`src/inc/fault_status_pkg.sv`:
```
// Purpose: Shared constants for the fault status and mask logic.
// Assumes: 13-bit register words, twelve bypass drivers.
// Notes:   Register offsets are the device's internal register indices.

package fault_status_pkg;

	localparam int DATA_W  = 13;
	localparam int ADDR_W  = 7;
	localparam int DRIVERS = 12;

	// -----------------------------------------------------------------
	// Register indices
	// -----------------------------------------------------------------
	localparam logic [ADDR_W-1:0] ADDR_GENERAL_CONFIG = 7'h03;
	localparam logic [ADDR_W-1:0] ADDR_FAULT_MASK     = 7'h04;
	localparam logic [ADDR_W-1:0] ADDR_GENERAL_STATUS = 7'h05;
	localparam logic [ADDR_W-1:0] ADDR_LAMP_OPEN      = 7'h06;

	// -----------------------------------------------------------------
	// Fault mask fields
	// -----------------------------------------------------------------
	localparam int MSK_HEAT_WARNING   = 0;
	localparam int MSK_OVERHEAT_ACT   = 1;
	localparam int MSK_PUMP_NOT_READY = 2;
	localparam int MSK_LAMP_SHORT     = 3;
	localparam int MSK_LAMP_OPEN      = 4;
	localparam int MSK_WIRING_BREAK   = 5;
	localparam int MSK_SERIAL_ERROR   = 6;
	localparam logic [DATA_W-1:0] MASK_USED  = 13'h007F;
	localparam logic [DATA_W-1:0] MASK_RESET = 13'h0000;

	// -----------------------------------------------------------------
	// General status fields
	// -----------------------------------------------------------------
	localparam int ST_HEAT_WARNING   = 0;
	localparam int ST_OVERHEAT       = 1;
	localparam int ST_PUMP_NOT_READY = 2;
	localparam int ST_LAMP_SHORT     = 3;
	localparam int ST_LAMP_OPEN      = 4;
	localparam int ST_WIRING_BREAK   = 5;
	localparam int ST_SERIAL_ERROR   = 6;
	localparam int ST_EXT_CLK_SLOW   = 7;
	localparam int ST_GRADE_PENDING  = 8;
	localparam int ST_CONFIG_BUSY    = 9;
	localparam int FAULT_BITS        = 8;

	// Clock select: upper code bit picks the external clock
	localparam int CLK_SEL_EXT_BIT = 1;

	localparam logic [DATA_W-1:0] ZERO_WORD = 13'h0000;

	typedef enum logic [1:0] {
		GRADE_PENDING = 2'b01,
		GRADE_VALID   = 2'b10
	} grade_state_t;

endpackage : fault_status_pkg

```
`src/design/level_sync.sv`:
```
// Purpose: Two-flop synchroniser for a bundle of asynchronous levels.
// Assumes: Inputs are slow levels; each bit is crossed on its own.
// Notes:   First stage is read only by the second stage.

`timescale 1ns/1ns
`default_nettype none

module level_sync #(
	parameter int WIDTH = 1
) (
	input  wire logic             clk,
	input  wire logic             srst,
	input  wire logic             clk_en,
	input  wire logic [WIDTH-1:0] async_in,
	output var  logic [WIDTH-1:0] sync_out
);

	logic [WIDTH-1:0] stage1;

	// -----------------------------------------------------------------
	// Two stages
	// -----------------------------------------------------------------
	always_ff @(posedge clk)
	begin
		if (srst)
		begin
			stage1   <= '0;
			sync_out <= '0;
		end
		else if (clk_en)
		begin
			stage1   <= async_in;
			sync_out <= stage1;
		end
	end

endmodule : level_sync

`default_nettype wire

```
`src/design/fault_status_mask.sv`:
```
// Purpose: General status collection, fault masking and fault pin drive.
// Assumes: Register strobes come from the serial framer on this clock.
// Notes:   Read data is registered; read-clear acts on the read strobe.

`timescale 1ns/1ns
`default_nettype none

module fault_status_mask #(
	parameter int DRIVERS = fault_status_pkg::DRIVERS
) (
	input  wire logic                                clk,
	input  wire logic                                srst,
	input  wire logic                                clk_en,
	input  wire logic                                reg_wr,
	input  wire logic                                reg_rd,
	input  wire logic [fault_status_pkg::ADDR_W-1:0] reg_addr,
	input  wire logic [fault_status_pkg::DATA_W-1:0] reg_wdata,
	output var  logic [fault_status_pkg::DATA_W-1:0] reg_rdata,
	input  wire logic                                heat_warning,
	input  wire logic                                overheat_shutdown,
	input  wire logic                                pump_not_ready,
	input  wire logic                                external_clock_slow,
	input  wire logic                                serial_read_error,
	input  wire logic                                serial_write_error,
	input  wire logic                                serial_checksum_error,
	input  wire logic                                serial_clock_error,
	input  wire logic [DRIVERS-1:0]                  per_driver_wiring_break,
	input  wire logic [DRIVERS-1:0]                  per_driver_lamp_short,
	input  wire logic [DRIVERS-1:0]                  lamp_open_detect,
	input  wire logic [1:0]                          pwm_clock_select,
	input  wire logic                                config_applied,
	input  wire logic                                grade_read_done,
	output var  logic [DRIVERS-1:0]                  per_driver_lamp_open,
	output var  logic                                grade_valid,
	output var  logic                                fault_out_n,
	output var  logic                                fault_pin_out,
	output var  logic                                fault_pin_oe_n,
	output var  logic                                switch_force_closed,
	output var  logic                                switch_force_open
);

	// -----------------------------------------------------------------
	// Declarations
	// -----------------------------------------------------------------
	logic [fault_status_pkg::DATA_W-1:0] fault_mask_config;
	logic [fault_status_pkg::DATA_W-1:0] general_status;
	logic [fault_status_pkg::DATA_W-1:0] next_rdata;
	logic [3:0]                          async_raw;
	logic [3:0]                          async_sync;
	logic                                heat_warning_s;
	logic                                overheat_shutdown_s;
	logic                                pump_not_ready_s;
	logic                                external_clock_slow_s;
	logic                                heat_warning_flag;
	logic                                overheat_flag;
	logic                                config_busy;
	logic                                serial_error;
	logic                                ext_clk_selected;
	logic                                wr_mask;
	logic                                wr_config;
	logic                                rd_status;
	logic                                rd_lamp_open;
	logic [fault_status_pkg::FAULT_BITS-1:0] fault_src;
	logic [fault_status_pkg::FAULT_BITS-1:0] fault_gate;
	logic                                next_fault;
	fault_status_pkg::grade_state_t      grade_state;

	// -----------------------------------------------------------------
	// Synchronise analog and pin conditions
	// -----------------------------------------------------------------
	assign async_raw = {external_clock_slow, pump_not_ready,
		overheat_shutdown, heat_warning};

	level_sync #(
		.WIDTH (4)
	) u_cond_sync (
		.clk      (clk),
		.srst     (srst),
		.clk_en   (clk_en),
		.async_in (async_raw),
		.sync_out (async_sync)
	);

	assign heat_warning_s        = async_sync[0];
	assign overheat_shutdown_s   = async_sync[1];
	assign pump_not_ready_s      = async_sync[2];
	assign external_clock_slow_s = async_sync[3];

	// -----------------------------------------------------------------
	// Access decode
	// -----------------------------------------------------------------
	always_comb
	begin
		wr_mask      = 1'b0;
		wr_config    = 1'b0;
		rd_status    = 1'b0;
		rd_lamp_open = 1'b0;
		if (reg_addr == fault_status_pkg::ADDR_FAULT_MASK)
			wr_mask = reg_wr;
		else if (reg_addr == fault_status_pkg::ADDR_GENERAL_CONFIG)
			wr_config = reg_wr;
		else if (reg_addr == fault_status_pkg::ADDR_GENERAL_STATUS)
			rd_status = reg_rd; // Writes here fall through unused.
		else if (reg_addr == fault_status_pkg::ADDR_LAMP_OPEN)
			rd_lamp_open = reg_rd;
	end

	// -----------------------------------------------------------------
	// Fault mask register
	// -----------------------------------------------------------------
	always_ff @(posedge clk)
	begin
		if (srst)
			fault_mask_config <= fault_status_pkg::MASK_RESET;
		else if (clk_en && wr_mask)
			fault_mask_config <= reg_wdata & fault_status_pkg::MASK_USED;
	end

	// -----------------------------------------------------------------
	// Thermal latches
	// -----------------------------------------------------------------
	// Set term first: a still-present condition survives the read.
	always_ff @(posedge clk)
	begin
		if (srst)
			heat_warning_flag <= 1'b0;
		else if (clk_en)
		begin
			if (heat_warning_s)
				heat_warning_flag <= 1'b1;
			else if (rd_status)
				heat_warning_flag <= 1'b0;
		end
	end

	always_ff @(posedge clk)
	begin
		if (srst)
			overheat_flag <= 1'b0;
		else if (clk_en)
		begin
			if (overheat_shutdown_s)
				overheat_flag <= 1'b1;
			else if (rd_status)
				overheat_flag <= 1'b0;
		end
	end

	// -----------------------------------------------------------------
	// Configuration busy
	// -----------------------------------------------------------------
	// A write landing with the done pulse keeps the bit set.
	always_ff @(posedge clk)
	begin
		if (srst)
			config_busy <= 1'b0;
		else if (clk_en)
		begin
			if (wr_config)
				config_busy <= 1'b1;
			else if (config_applied)
				config_busy <= 1'b0;
		end
	end

	// -----------------------------------------------------------------
	// Resistor grade readiness
	// -----------------------------------------------------------------
	// Grade is sampled once after power-up, so pending is the reset state.
	always_ff @(posedge clk)
	begin
		if (srst)
			grade_state <= fault_status_pkg::GRADE_PENDING;
		else if (clk_en)
		begin
			case (grade_state)
				fault_status_pkg::GRADE_PENDING:
				begin
					if (grade_read_done)
						grade_state <= fault_status_pkg::GRADE_VALID;
				end
				fault_status_pkg::GRADE_VALID:
					grade_state <= fault_status_pkg::GRADE_VALID;
				default:
					grade_state <= fault_status_pkg::GRADE_PENDING;
			endcase
		end
	end

	assign grade_valid = (grade_state == fault_status_pkg::GRADE_VALID);

	// -----------------------------------------------------------------
	// Per-driver lamp-open word
	// -----------------------------------------------------------------
	genvar gi;
	generate
		for (gi = 0; gi < DRIVERS; gi = gi + 1)
		begin : g_lamp_open
			always_ff @(posedge clk)
			begin
				if (srst)
					per_driver_lamp_open[gi] <= 1'b0;
				else if (clk_en)
				begin
					if (lamp_open_detect[gi])
						per_driver_lamp_open[gi] <= 1'b1;
					else if (rd_lamp_open)
						per_driver_lamp_open[gi] <= 1'b0;
				end
			end
		end
	endgenerate

	// -----------------------------------------------------------------
	// General status word
	// -----------------------------------------------------------------
	assign serial_error = serial_read_error | serial_write_error |
		serial_checksum_error | serial_clock_error;
	assign ext_clk_selected =
		pwm_clock_select[fault_status_pkg::CLK_SEL_EXT_BIT];

	always_comb
	begin
		general_status = fault_status_pkg::ZERO_WORD;
		general_status[fault_status_pkg::ST_HEAT_WARNING] =
			heat_warning_flag;
		general_status[fault_status_pkg::ST_OVERHEAT] = overheat_flag;
		general_status[fault_status_pkg::ST_PUMP_NOT_READY] =
			pump_not_ready_s;
		general_status[fault_status_pkg::ST_LAMP_SHORT] =
			|per_driver_lamp_short;
		general_status[fault_status_pkg::ST_LAMP_OPEN] =
			|per_driver_lamp_open;
		general_status[fault_status_pkg::ST_WIRING_BREAK] =
			|per_driver_wiring_break;
		general_status[fault_status_pkg::ST_SERIAL_ERROR] = serial_error;
		general_status[fault_status_pkg::ST_EXT_CLK_SLOW] =
			ext_clk_selected & external_clock_slow_s;
		general_status[fault_status_pkg::ST_GRADE_PENDING] =
			~grade_valid;
		general_status[fault_status_pkg::ST_CONFIG_BUSY] = config_busy;
	end

	// -----------------------------------------------------------------
	// Fault masking
	// -----------------------------------------------------------------
	// Shutdown and slow external clock have no mask bit; slow clock reports only while the external clock is selected.
	always_comb
	begin
		fault_src  = general_status[fault_status_pkg::FAULT_BITS-1:0];
		fault_gate = '1;
		fault_gate[fault_status_pkg::ST_HEAT_WARNING] =
			~fault_mask_config[fault_status_pkg::MSK_HEAT_WARNING];
		fault_gate[fault_status_pkg::ST_PUMP_NOT_READY] =
			~fault_mask_config[fault_status_pkg::MSK_PUMP_NOT_READY];
		fault_gate[fault_status_pkg::ST_LAMP_SHORT] =
			~fault_mask_config[fault_status_pkg::MSK_LAMP_SHORT];
		fault_gate[fault_status_pkg::ST_LAMP_OPEN] =
			~fault_mask_config[fault_status_pkg::MSK_LAMP_OPEN];
		fault_gate[fault_status_pkg::ST_WIRING_BREAK] =
			~fault_mask_config[fault_status_pkg::MSK_WIRING_BREAK];
		fault_gate[fault_status_pkg::ST_SERIAL_ERROR] =
			~fault_mask_config[fault_status_pkg::MSK_SERIAL_ERROR];
		next_fault = |(fault_src & fault_gate);
	end

	// -----------------------------------------------------------------
	// Fault pin
	// -----------------------------------------------------------------
	// Registered so the open-drain pin never glitches on decode settling.
	always_ff @(posedge clk)
	begin
		if (srst)
			fault_out_n <= 1'b1;
		else if (clk_en)
			fault_out_n <= ~next_fault;
	end

	assign fault_pin_out  = 1'b0;
	assign fault_pin_oe_n = fault_out_n;

	// -----------------------------------------------------------------
	// Thermal shutdown switch action
	// -----------------------------------------------------------------
	always_ff @(posedge clk)
	begin
		if (srst)
		begin
			switch_force_closed <= 1'b0;
			switch_force_open   <= 1'b0;
		end
		else if (clk_en)
		begin
			switch_force_closed <= overheat_shutdown_s &
				~fault_mask_config[fault_status_pkg::MSK_OVERHEAT_ACT];
			switch_force_open   <= overheat_shutdown_s &
				fault_mask_config[fault_status_pkg::MSK_OVERHEAT_ACT];
		end
	end

	// -----------------------------------------------------------------
	// Read data
	// -----------------------------------------------------------------
	// Captures the word before any read-clear of the same strobe.
	always_comb
	begin
		next_rdata = fault_status_pkg::ZERO_WORD;
		if (reg_addr == fault_status_pkg::ADDR_FAULT_MASK)
			next_rdata = fault_mask_config;
		else if (reg_addr == fault_status_pkg::ADDR_GENERAL_STATUS)
			next_rdata = general_status;
		else if (reg_addr == fault_status_pkg::ADDR_LAMP_OPEN)
			next_rdata[DRIVERS-1:0] = per_driver_lamp_open;
	end

	always_ff @(posedge clk)
	begin
		if (srst)
			reg_rdata <= fault_status_pkg::ZERO_WORD;
		else if (clk_en && reg_rd)
			reg_rdata <= next_rdata;
	end

endmodule : fault_status_mask

`default_nettype wire

```
`config.mk`:
```
export PLATFORM = sky130hd
export DESIGN_NAME = fault_status_mask
export DESIGN_NICKNAME = d
export VERILOG_FILES = /design/src/inc/fault_status_pkg.sv /design/src/design/level_sync.sv /design/src/design/fault_status_mask.sv
export SDC_FILE = /design/constraint.sdc
export NUM_CORES = 1
export LEC_CHECK = 0
export BUFFER_PORTS_ARGS = -buffer_cell sky130_fd_sc_hd__buf_4
export CAP_MARGIN = 0
export CORE_MARGIN = 2
export CORE_UTILIZATION = 49
export DETAILED_ROUTE_END_ITERATION = 8
export PLACE_DENSITY = 0.95
export SKIP_LAST_GASP = 1
export SLEW_MARGIN = 5
export SYNTH_ARGS = -nofsm -noshare
export SYNTH_HDL_FRONTEND = slang
export SYNTH_SLANG_ARGS = --single-unit
```
`constraint.sdc`:
```
create_clock -name clk -period 2.4 [get_ports clk]
set_input_delay 0 -clock clk [delete_from_list [all_inputs] [get_ports clk]]
set_output_delay 0 -clock clk [all_outputs]
set_load 0.02 [all_outputs]
```
# Yosys cells after proc, flatten, opt, wreduce, memory -nomap -nowiden
# Cells that the tools add are included.
# word_totals
in_bits	73
wordCells	116
register_bits	48
# classes
muxes	33
reduce_logical	37
eq_ne	7
n_bitwise	16
# op_table
operator	count
$mux W12	3
$reduce_or A12 Y1	3
$reduce_and A2 Y1	16
$reduce_bool A2 Y1	15
$mux W1	28
$eq A7 B3 Y1 const B	3
$not A1 Y1	9
$and A8 B8 Y8	1
$reduce_or A8 Y1	1
$eq A7 B2 Y1 const B	1
$pmux W2 S2	1
$and A1 B1 Y1	3
$or A1 B1 Y1	3
$eq A2 B1 Y1 const B	1
$eq A2 B2 Y1 const B	1
$logic_and A1 B1 Y1	2
$mux W2	1
$ne A2 B2 Y1 const B	1

# Longest topological paths before layout
# Gate-level depths: netlist of run 1.
# depth
word_depth	7
ltp_mapped	6

# Cells and area by module
# Synthesis of run 1 repeated with hierarchy kept, for this count alone.
# unflattened
hier_cells	237
hier_area_um2	2107.0
# by_module_without_submodules
module	area_per_inst_um2	n_inst	cells_per_inst	seq_area_each_um2
fault_status_mask	1821.7	1	211	780.7
level_sync	285.3	1	26	160.2

# Worst setup path after synthesis of run 1
# No wires, ideal clock.
# synth_path
kind	flip-flop to flip-flop
start	register grade_state[1]
end	register grade_state[0]
stages_incl_launch_ff	7
path_buffers	0
t_required_ns	2.280
arrival_time_ns	1.105
slack_ns	1.175
setup_ns	0.120
path_cell_list	dfxtp_1 inv_1 ha_1 inv_1 o21ai_0 nor2_1 a211o_1
# synth_via
elab_chain_len	3
# synth_lines
element	line_no	source
start, declared	fault_status_mask.sv:66	fault_status_pkg::grade_state_t grade_state;
start signal, assigned	fault_status_mask.sv:173	grade_state <= fault_status_pkg::GRADE_PENDING;
start signal, assigned	fault_status_mask.sv:180	grade_state <= fault_status_pkg::GRADE_VALID;
start signal, assigned	fault_status_mask.sv:183	grade_state <= fault_status_pkg::GRADE_VALID;
$eq A2 B1 Y1	fault_status_mask.sv:176	case (grade_state)
$ne A2 B2 Y1 (no source line)	n/a	
$reduce_and A2 Y1 (no source line)	n/a	
# Several ways; a longest one is shown, not always the timed one.
# A chain may end at the register's enable or synchronous reset.

# Worst setup path after layout of run 1
# layout_path
start	register per_driver_lamp_open[11]
end	register fault_out_n
# layout_via
elab_chain_len	4
# layout_lines
element	line_no	source
start, declared	fault_status_mask.sv:33	output var logic [DRIVERS-1:0] per_driver_lamp_open,
start signal, assigned by index	fault_status_mask.sv:202	per_driver_lamp_open[gi] <= 1'b0;
start signal, assigned by index	fault_status_mask.sv:206	per_driver_lamp_open[gi] <= 1'b1;
start signal, assigned by index	fault_status_mask.sv:208	per_driver_lamp_open[gi] <= 1'b0;
$reduce_or A12 Y1	fault_status_mask.sv:233	|per_driver_lamp_open;
$and A8 B8 Y8	fault_status_mask.sv:264	next_fault = |(fault_src & fault_gate);
$reduce_or A8 Y1	fault_status_mask.sv:264	
$not A1 Y1	fault_status_mask.sv:276	fault_out_n <= ~next_fault;
end signal, assigned	fault_status_mask.sv:276	
end, declared	fault_status_mask.sv:35	output var logic fault_out_n,
# Every way passes these cells.

==> metrics.cfg, run 1 <==
[run_status]
status = completed

[placed_design]
port_buffers = 94
dp_hpwl_mm = 4.20
globalplace.congestion = 0.900

[pwr]
p_clk_share_pct = 27.8
fin_total_pwr_mw = 1.56
sw_frac_of_total_pct = 25.6
combinationalPowerShare_pct = 18.7
power_density_nw_per_um2 = 502
p_leak_nw = 1.33
seqPwrFrac_pct = 53.4
switchingPower_mw = 0.399
ir_drop_mv = 0.301
power.internal_mw = 1.16

[setup_path]
crit_slowest_cell = nor4_1
startpoint_type = register
crit_arrival_ns = 1.77
crit_type = reg -> reg
crit_buf_inv = 0
crit_family = simple AND/OR/NAND/NOR gates
crit_path_max_incr_delay_ns = 0.59
path_cells = nor4_1 > a31oi_1 > a21oi_1 > a221o_1
crit_fanout = 4
end_kind = register
required_ns = 2.65

[logic_synthesis]
yosysTopAreaCell = dfxtp_1
synth_seq_area_share_pct = 44.5
avgSynthCellArea_um2 = 8.81
synthArstFlopShare_pct = 0
synth_top_area_share_pct = 44.5
netlist_area_um2 = 2110
yosys_warnings = 0
yosysUniqueCellTypes = 46
syn_inst = 240
yosys_most_used_dff = dfxtp_1
synth_seq_cells = 47
synth_edf_count = 0
synthTopCellsByArea = dfxtp_1 (45%), nor2_1 (7.8%), mux2i_1 (7.6%), a22oi_1 (6.0%), nor4_1 (3.3%)

[global_routing]
grt_pass1_vias = 2160
antenna_found_initial = 0
grt_max_degree = 50
grt.overflow.total = 0
track_usage_pct = 25.9
grt_pass1_wl_mm = 10.1

[clocking]
insertion_delay_ns = 0.30
cts_buffers = 5
cts_tree = done
cts.sinks = 47
root_buffer = clkbuf_8
clockBufferDepth = 2
cts_max_level = 2
cts_setup_buffers = 0
clk_pin_slew_ns = 0.08

[die]
core_area_um2 = 4090
dieArea_um2 = 4850
ios = 104
fp.dieH_um = 69.7
start_util_pct = 51.7
placementRows = 23
die_w_um = 69.7

[finish]
drive_gt1_share_pct = 30.7
n_fill_cell = 294
area_delta_synth_final_pct = 47.1
final_nets = 424
diodes = 0

[sta]
hold-worst-slack_ns = 0.0507
rsz0062_at_grt = no
setup_viol = 0
drv_slew = 0
finClkSkew_ns = 0.00753
hold_violations = 0
slew_headroom_pct = 57.2
fin_setup_tns_ns = 0
period_needed_ns = 1.52
tightest_slew_ns = 0.637
fin_crit_sh_pct = 63.4
fmax_ghz = 0.658

[drt]
wl_mm = 6.25
vias = 2267
antenna_left = 0
vias_per_cell = 5.70
drtIter0Drc = 240
detail_route.wl_per_cell_um = 15.7
firstDrtPassIters = 4
drc = 0

[min_path]
worstHoldPathType = in -> reg

[run]
max_cap_violations = 0

## registers in the layout (all words and copies together), names as in the netlist
signal                flops
config_busy               1
fault_mask_config         7
fault_out_n               1
grade_state               2
heat_warning_flag         1
overheat_flag             1
per_driver_lamp_open     12
reg_rdata                12
switch_force_closed       1
switch_force_open         1
u_cond_sync.stage1        4
u_cond_sync.sync_out      4
## cell families after synthesis
family	after synthesis	share of synthesized area [%]
buf+inv	26	5.57
simple gates	96	23.6
compound gates	52	17.4
other cells	1	0.177
fa+ha+maj	2	1.18
flops	47	44.5
mux	16	7.58
## cells in the final DEF, fill, tap and decap left out, drive strengths merged, types with 2 or more instances in the layout
cell type	Yosys	routed
nand3b	4	4
o21ai	7	7
nor2	45	45
dlygate4sd3	0	23
ha	2	2
clkbuf	7	6
buf	9	94
a22oi	18	18
mux2i	16	16
a31oi	2	2
nand3	5	5
conb	1	2
a2bb2oi	3	3
dfxtp	47	47
a21oi	10	10
nor3	3	3
nand2	16	16
nor4	12	12
o41ai	3	3
inv	10	10
## power groups by stage
| stage | Sequential (mW) | Clock [mW] | Combinational [mW] |
|---|---|---|---|
| 6_report | 0.833 | 0.434 | 0.292 |
| 5_1_grt | 0.836 | 0.458 | 0.318 |
| 4_1_cts | 0.832 | 0.435 | 0.286 |
| 3_5_place_dp | 0.850 | 0 | 0.256 |
| 3_3_place_gp | 0.849 | 0 | 0.248 |
| 2_1_floorplan | 0.863 | 0 | 0.112 |
## cell type report
cell class	instances	area [µm²]	share of cell area, %
well taps	50	62.6	2.01
flip-flops and latches	47	941	30.3
clock buffers	6	72.6	2.33
inverters	10	37.5	1.21
multi-input cells	168	1060	34.1
repair buffers	117	936	30.1
## metal layers
layer	wire length (µm)	track usage (%)
met4	125	7.91
met3	521	5.67
met1	2480	31.0
met2	3130	46.0
met5	0	0
## tightest hold or removal path: cells and delay by family
kind / cells / cell delay, ns
buf+inv: 1 / 0.11
compound gates: 1 / 0.07
simple gates: 2 / 0.13
## synth_stat cells (2+ instances only)
| library cell | count |
|---|---|
| a21oi_1 | 10 |
| a22oi_1 | 17 |
| a2bb2oi_1 | 3 |
| a31oi_1 | 2 |
| buf_2 | 4 |
| buf_4 | 4 |
| clkbuf_1 | 7 |
| dfxtp_1 | 47 |
| ha_1 | 2 |
| inv_1 | 10 |
| mux2i_1 | 16 |
| nand2_1 | 16 |
| nand3_1 | 5 |
| nand3b_1 | 4 |
| nor2_1 | 44 |
| nor3_1 | 2 |
| nor4_1 | 11 |
| o21ai_0 | 4 |
| o21ai_1 | 3 |
| o41ai_1 | 3 |
## repair_timing
action,4_1_cts,5_1_grt
hold buffers,23,0
gates resized for setup,0,0
hold endpoints to repair,23,0
endpoints found under the setup margin,0,0
## final timing paths
| check | startpoint | to | slack, ns | depth (start not counted) |
|---|---|---|---|---|
| hold / removal | config_applied | config_busy$_SDFFE_PP0P_ | 0.05 | 4 |
| setup / recovery | per_driver_lamp_open[11]$_SDFFE_PP0P_ | fault_out_n$_SDFFE_PP1P_ | 0.88 | 4 |
| setup reg to reg | per_driver_lamp_open[11]$_SDFFE_PP0P_ | fault_out_n$_SDFFE_PP1P_ | 0.88 | 4 |
| hold reg to reg | reg_rdata[5]$_SDFFE_PP0P_ | reg_rdata[5]$_SDFFE_PP0P_ | 0.45 | 2 |
## per-stage QoR
step / util [%] / setup WS [ns] / instances / cell area (µm²)
after CTS: 76.1 / 1.04 / 398 / 3110
after detailed placement: 68.6 / 0.750 / 369 / 2810
after global routing: 76.1 / 0.816 / 398 / 3110
after floorplan: - / 1.17 / 241 / 2120
after global placement: 68.6 / 0.781 / 369 / 2810
final: 76.1 / 0.879 / 398 / 3110
Note: power is estimated with default switching activity, not from simulation.
==> inputs of run 2 (changes only) <==
- ABC_AREA: not set -> 1
- CORE_UTILIZATION: 49 -> 46
- PLACE_DENSITY: 0.95 -> 0.9
- clock period: 2.4 -> 1.4 ns (I/O delays scaled with it)
==> run 2 against run 1 <==
  * Count of clock-buffer cells in the layout up 2
  * Register-to-register slack worse by 0.62 ns
  * Combinational power up 78%
  * Critical endpoint is now reg_rdata[4]$_SDFFE_PP0P_
  * Design area up 5.6%
  * Setup slack worse by 0.62 ns
  * Critical path depth up 4
  * Clock skew down 0.00050 ns
==> metrics.cfg, run 2 <==
[run_status]
status = completed

[drt]
drtIter0Drc = 124  ; -48%
drc = 0  ; unchanged
wl_mm = 5.96  ; -4.6%
vias_per_cell = 5.03  ; -12%
detail_route.wl_per_cell_um = 12.2  ; -23%
vias = 2466  ; +8.8%
antenna_left = 0  ; unchanged
firstDrtPassIters = 4  ; unchanged

[die]
core_area_um2 = 4690  ; +15%
start_util_pct = 47.3  ; -4.4 points
dieArea_um2 = 5400  ; +11%
die_w_um = 73.5  ; +5.5%
placementRows = 25  ; +8.7%
ios = 104  ; unchanged
fp.dieH_um = 73.5  ; +5.5%

[pwr]
p_leak_nw = 1.53  ; +15%
power_density_nw_per_um2 = 860  ; +71%
ir_drop_mv = 0.842  ; +180%
fin_total_pwr_mw = 2.82  ; +81%

[clocking]
clockBufferDepth = 2  ; unchanged
cts.sinks = 47  ; unchanged
clk_pin_slew_ns = 0.08  ; about the same
cts_tree = done
cts_setup_buffers = 0  ; unchanged
ctsResizeCount = 0  ; unchanged
insertion_delay_ns = 0.30  ; about the same
cts_max_level = 2  ; unchanged
root_buffer = clkbuf_8
cts_buffers = 5  ; unchanged

[placed_design]
globalplace.congestion = 0.857  ; -4.8%
dp_hpwl_mm = 4.33  ; +3.0%
port_buffers = 94  ; unchanged

[setup_path]
crit_fanout = 4  ; unchanged
crit_type = reg -> reg
crit_arrival_ns = 1.32  ; -0.45 ns
startpoint_type = register
required_ns = 1.58  ; -1.07 ns
end_kind = register

[sta]
fin_crit_sh_pct = 81.3  ; +18 points
fmax_ghz = 0.879  ; +34%
fin_setup_tns_ns = 0  ; unchanged
drv_slew = 0  ; unchanged
rsz0062_at_grt = no
setup_viol = 0  ; unchanged
hold_violations = 0  ; unchanged
period_needed_ns = 1.14  ; -0.383 ns
finClkSkew_ns = 0.00703  ; -0.000501 ns

[logic_synthesis]
netlist_area_um2 = 2220  ; +5.1%
synthArstFlopShare_pct = 0  ; unchanged
synth_edf_count = 0  ; unchanged
yosys_warnings = 0  ; unchanged
yosysTopAreaCell = dfxtp_1
synth_seq_area_share_pct = 42.4  ; -2.2 points
synth_top_area_share_pct = 42.4  ; -2.2 points
avgSynthCellArea_um2 = 6.92  ; -21%
synth_seq_cells = 47  ; unchanged
yosysUniqueCellTypes = 27  ; -41%
synthTopCellsByArea = dfxtp_1 (42%), nand2_1 (15%), a21oi_1 (8.8%), nor2_1 (7.1%), o21ai_0 (5.2%)
syn_inst = 321  ; +34%
yosys_most_used_dff = dfxtp_1
synth_most_common_cell = nand2_1
synthTopCellsByCount = nand2_1 (91), dfxtp_1 (47), nor2_1 (42), a21oi_1 (39), o21ai_0 (23)

[finish]
final_nets = 510  ; +20%
drive_gt1_share_pct = 26.6  ; -4.1 points
mostFrequentLayoutCells = buf_4 (98), nand2_1 (91), dfxtp_1 (47), nor2_1 (42), a21oi_1 (39)
diodes = 0  ; unchanged
final_common_cell = buf_4
area_delta_synth_final_pct = 47.7
top_regs = per_driver_lamp_open: 12 flops, reg_rdata: 12 flops, fault_mask_config: 7 flops

[global_routing]
grt_pass1_wl_mm = 9.63  ; -4.7%
antenna_found_initial = 0  ; unchanged
track_usage_pct = 22.7  ; -3.1 points
grt_max_degree = 32  ; -36%
grt.overflow.total = 0  ; unchanged
grt_pass1_vias = 2335  ; +8.1%

[min_path]
worstHoldPathType = in -> reg

[run]
max_cap_violations = 0  ; unchanged

==> run 2: changes by cell type after synthesis, moves of 10 or more <==
cell     previous run  this run
nor4_1             11         1
a21oi_1            10        39
nand2_1            16        91
a22oi_1            17         0
nand3_1             5        19
o21ai_0             4        23
mux2i_1            16         0
==> run 2: area by class of cell <==
| type | count | area (µm²) |
|---|---|---|
| Multi-Input combinational cell | 237 | 1110 |
| Inverter | 22 | 82.6 |
| Tap cell | 54 | 67.6 |
| Fill cell | 387 | 1410 |
| Clock buffer | 8 | 100 |
| Sequential cell | 47 | 941 |
| Timing Repair Buffer | 122 | 976 |
==> run 2: logic make-up after synthesis <==
family	synth area share, %
AO/OA/AOI/OAI	15.5
adder cells (fa/ha/maj)	1.13
buffers and inverters	7.66
flip-flops	42.4
other	0.169
AND/OR/NAND/NOR	33.2
==> run 2: report_power, final <==
group	total (mW)	switching, mW	internal [mW]	leakage [nW]
registers	1.43	0.0435	1.39	0.384
logic	0.519	0.247	0.271	1.10
clock network	0.869	0.419	0.450	0.0515
total	2.82	0.710	2.11	1.53
==> run 2: final timing paths <==
kind | depth (start not counted) | slack (ns) | to | startpoint
min | 4 | 0.02 | config_busy$_SDFFE_PP0P_ | reg_addr[3]
min reg2reg | 2 | 0.47 | heat_warning_flag$_SDFFE_PP0P_ | u_cond_sync.sync_out[0]$_SDFFE_PP0P_
max reg2reg | 8 | 0.26 | reg_rdata[4]$_SDFFE_PP0P_ | per_driver_lamp_open[5]$_SDFFE_PP0P_
max | 8 | 0.26 | reg_rdata[4]$_SDFFE_PP0P_ | per_driver_lamp_open[5]$_SDFFE_PP0P_
==> run 2: per-layer routing <==
metal / share of wire [%] / track usage [%] / vias to the layer above
met1: 41 / 26.5 / 1090
met3: 7.3 / 4.94 / 13
met4: 2.3 / 10.7 / 0
li1: - / - / 1264
met5: 0 / 0 / -
met2: 49 / 39.4 / 99
==> run 2: repair_timing <==
action	in CTS	in global routing
endpoints found under the hold margin	23	1
endpoints found under the setup margin	0	0
hold buffers	23	1
==> run 2: critical path, stage by stage, from the launching register on <==
cell and delay, ns:
dfxtp_1 0.35, nor2_1 0.16, nand2_1 0.07, nor2_1 0.09, nand2_1 0.12, nand2_1 0.08, nand2_1 0.05, nand2_1 0.06
a21oi_1 0.05
==> run 2: metrics by stage <==
| step | setup WS (ns) | utilization [%] | cells | cell area, µm² | hold slack, ns |
|---|---|---|---|---|---|
| floorplan | 0.362 | - | 322 | 2220 | 0.135 |
| global placement | 0.167 | 62.7 | 458 | 2940 | 0.223 |
| detailed placement | 0.125 | 62.7 | 458 | 2940 | 0.229 |
| CTS | 0.273 | 69.7 | 489 | 3270 | 0.00111 |
| global route | 0.0858 | 69.9 | 490 | 3280 | 0.0192 |
| finish | 0.262 | 69.9 | 490 | 3280 | 0.0216 |
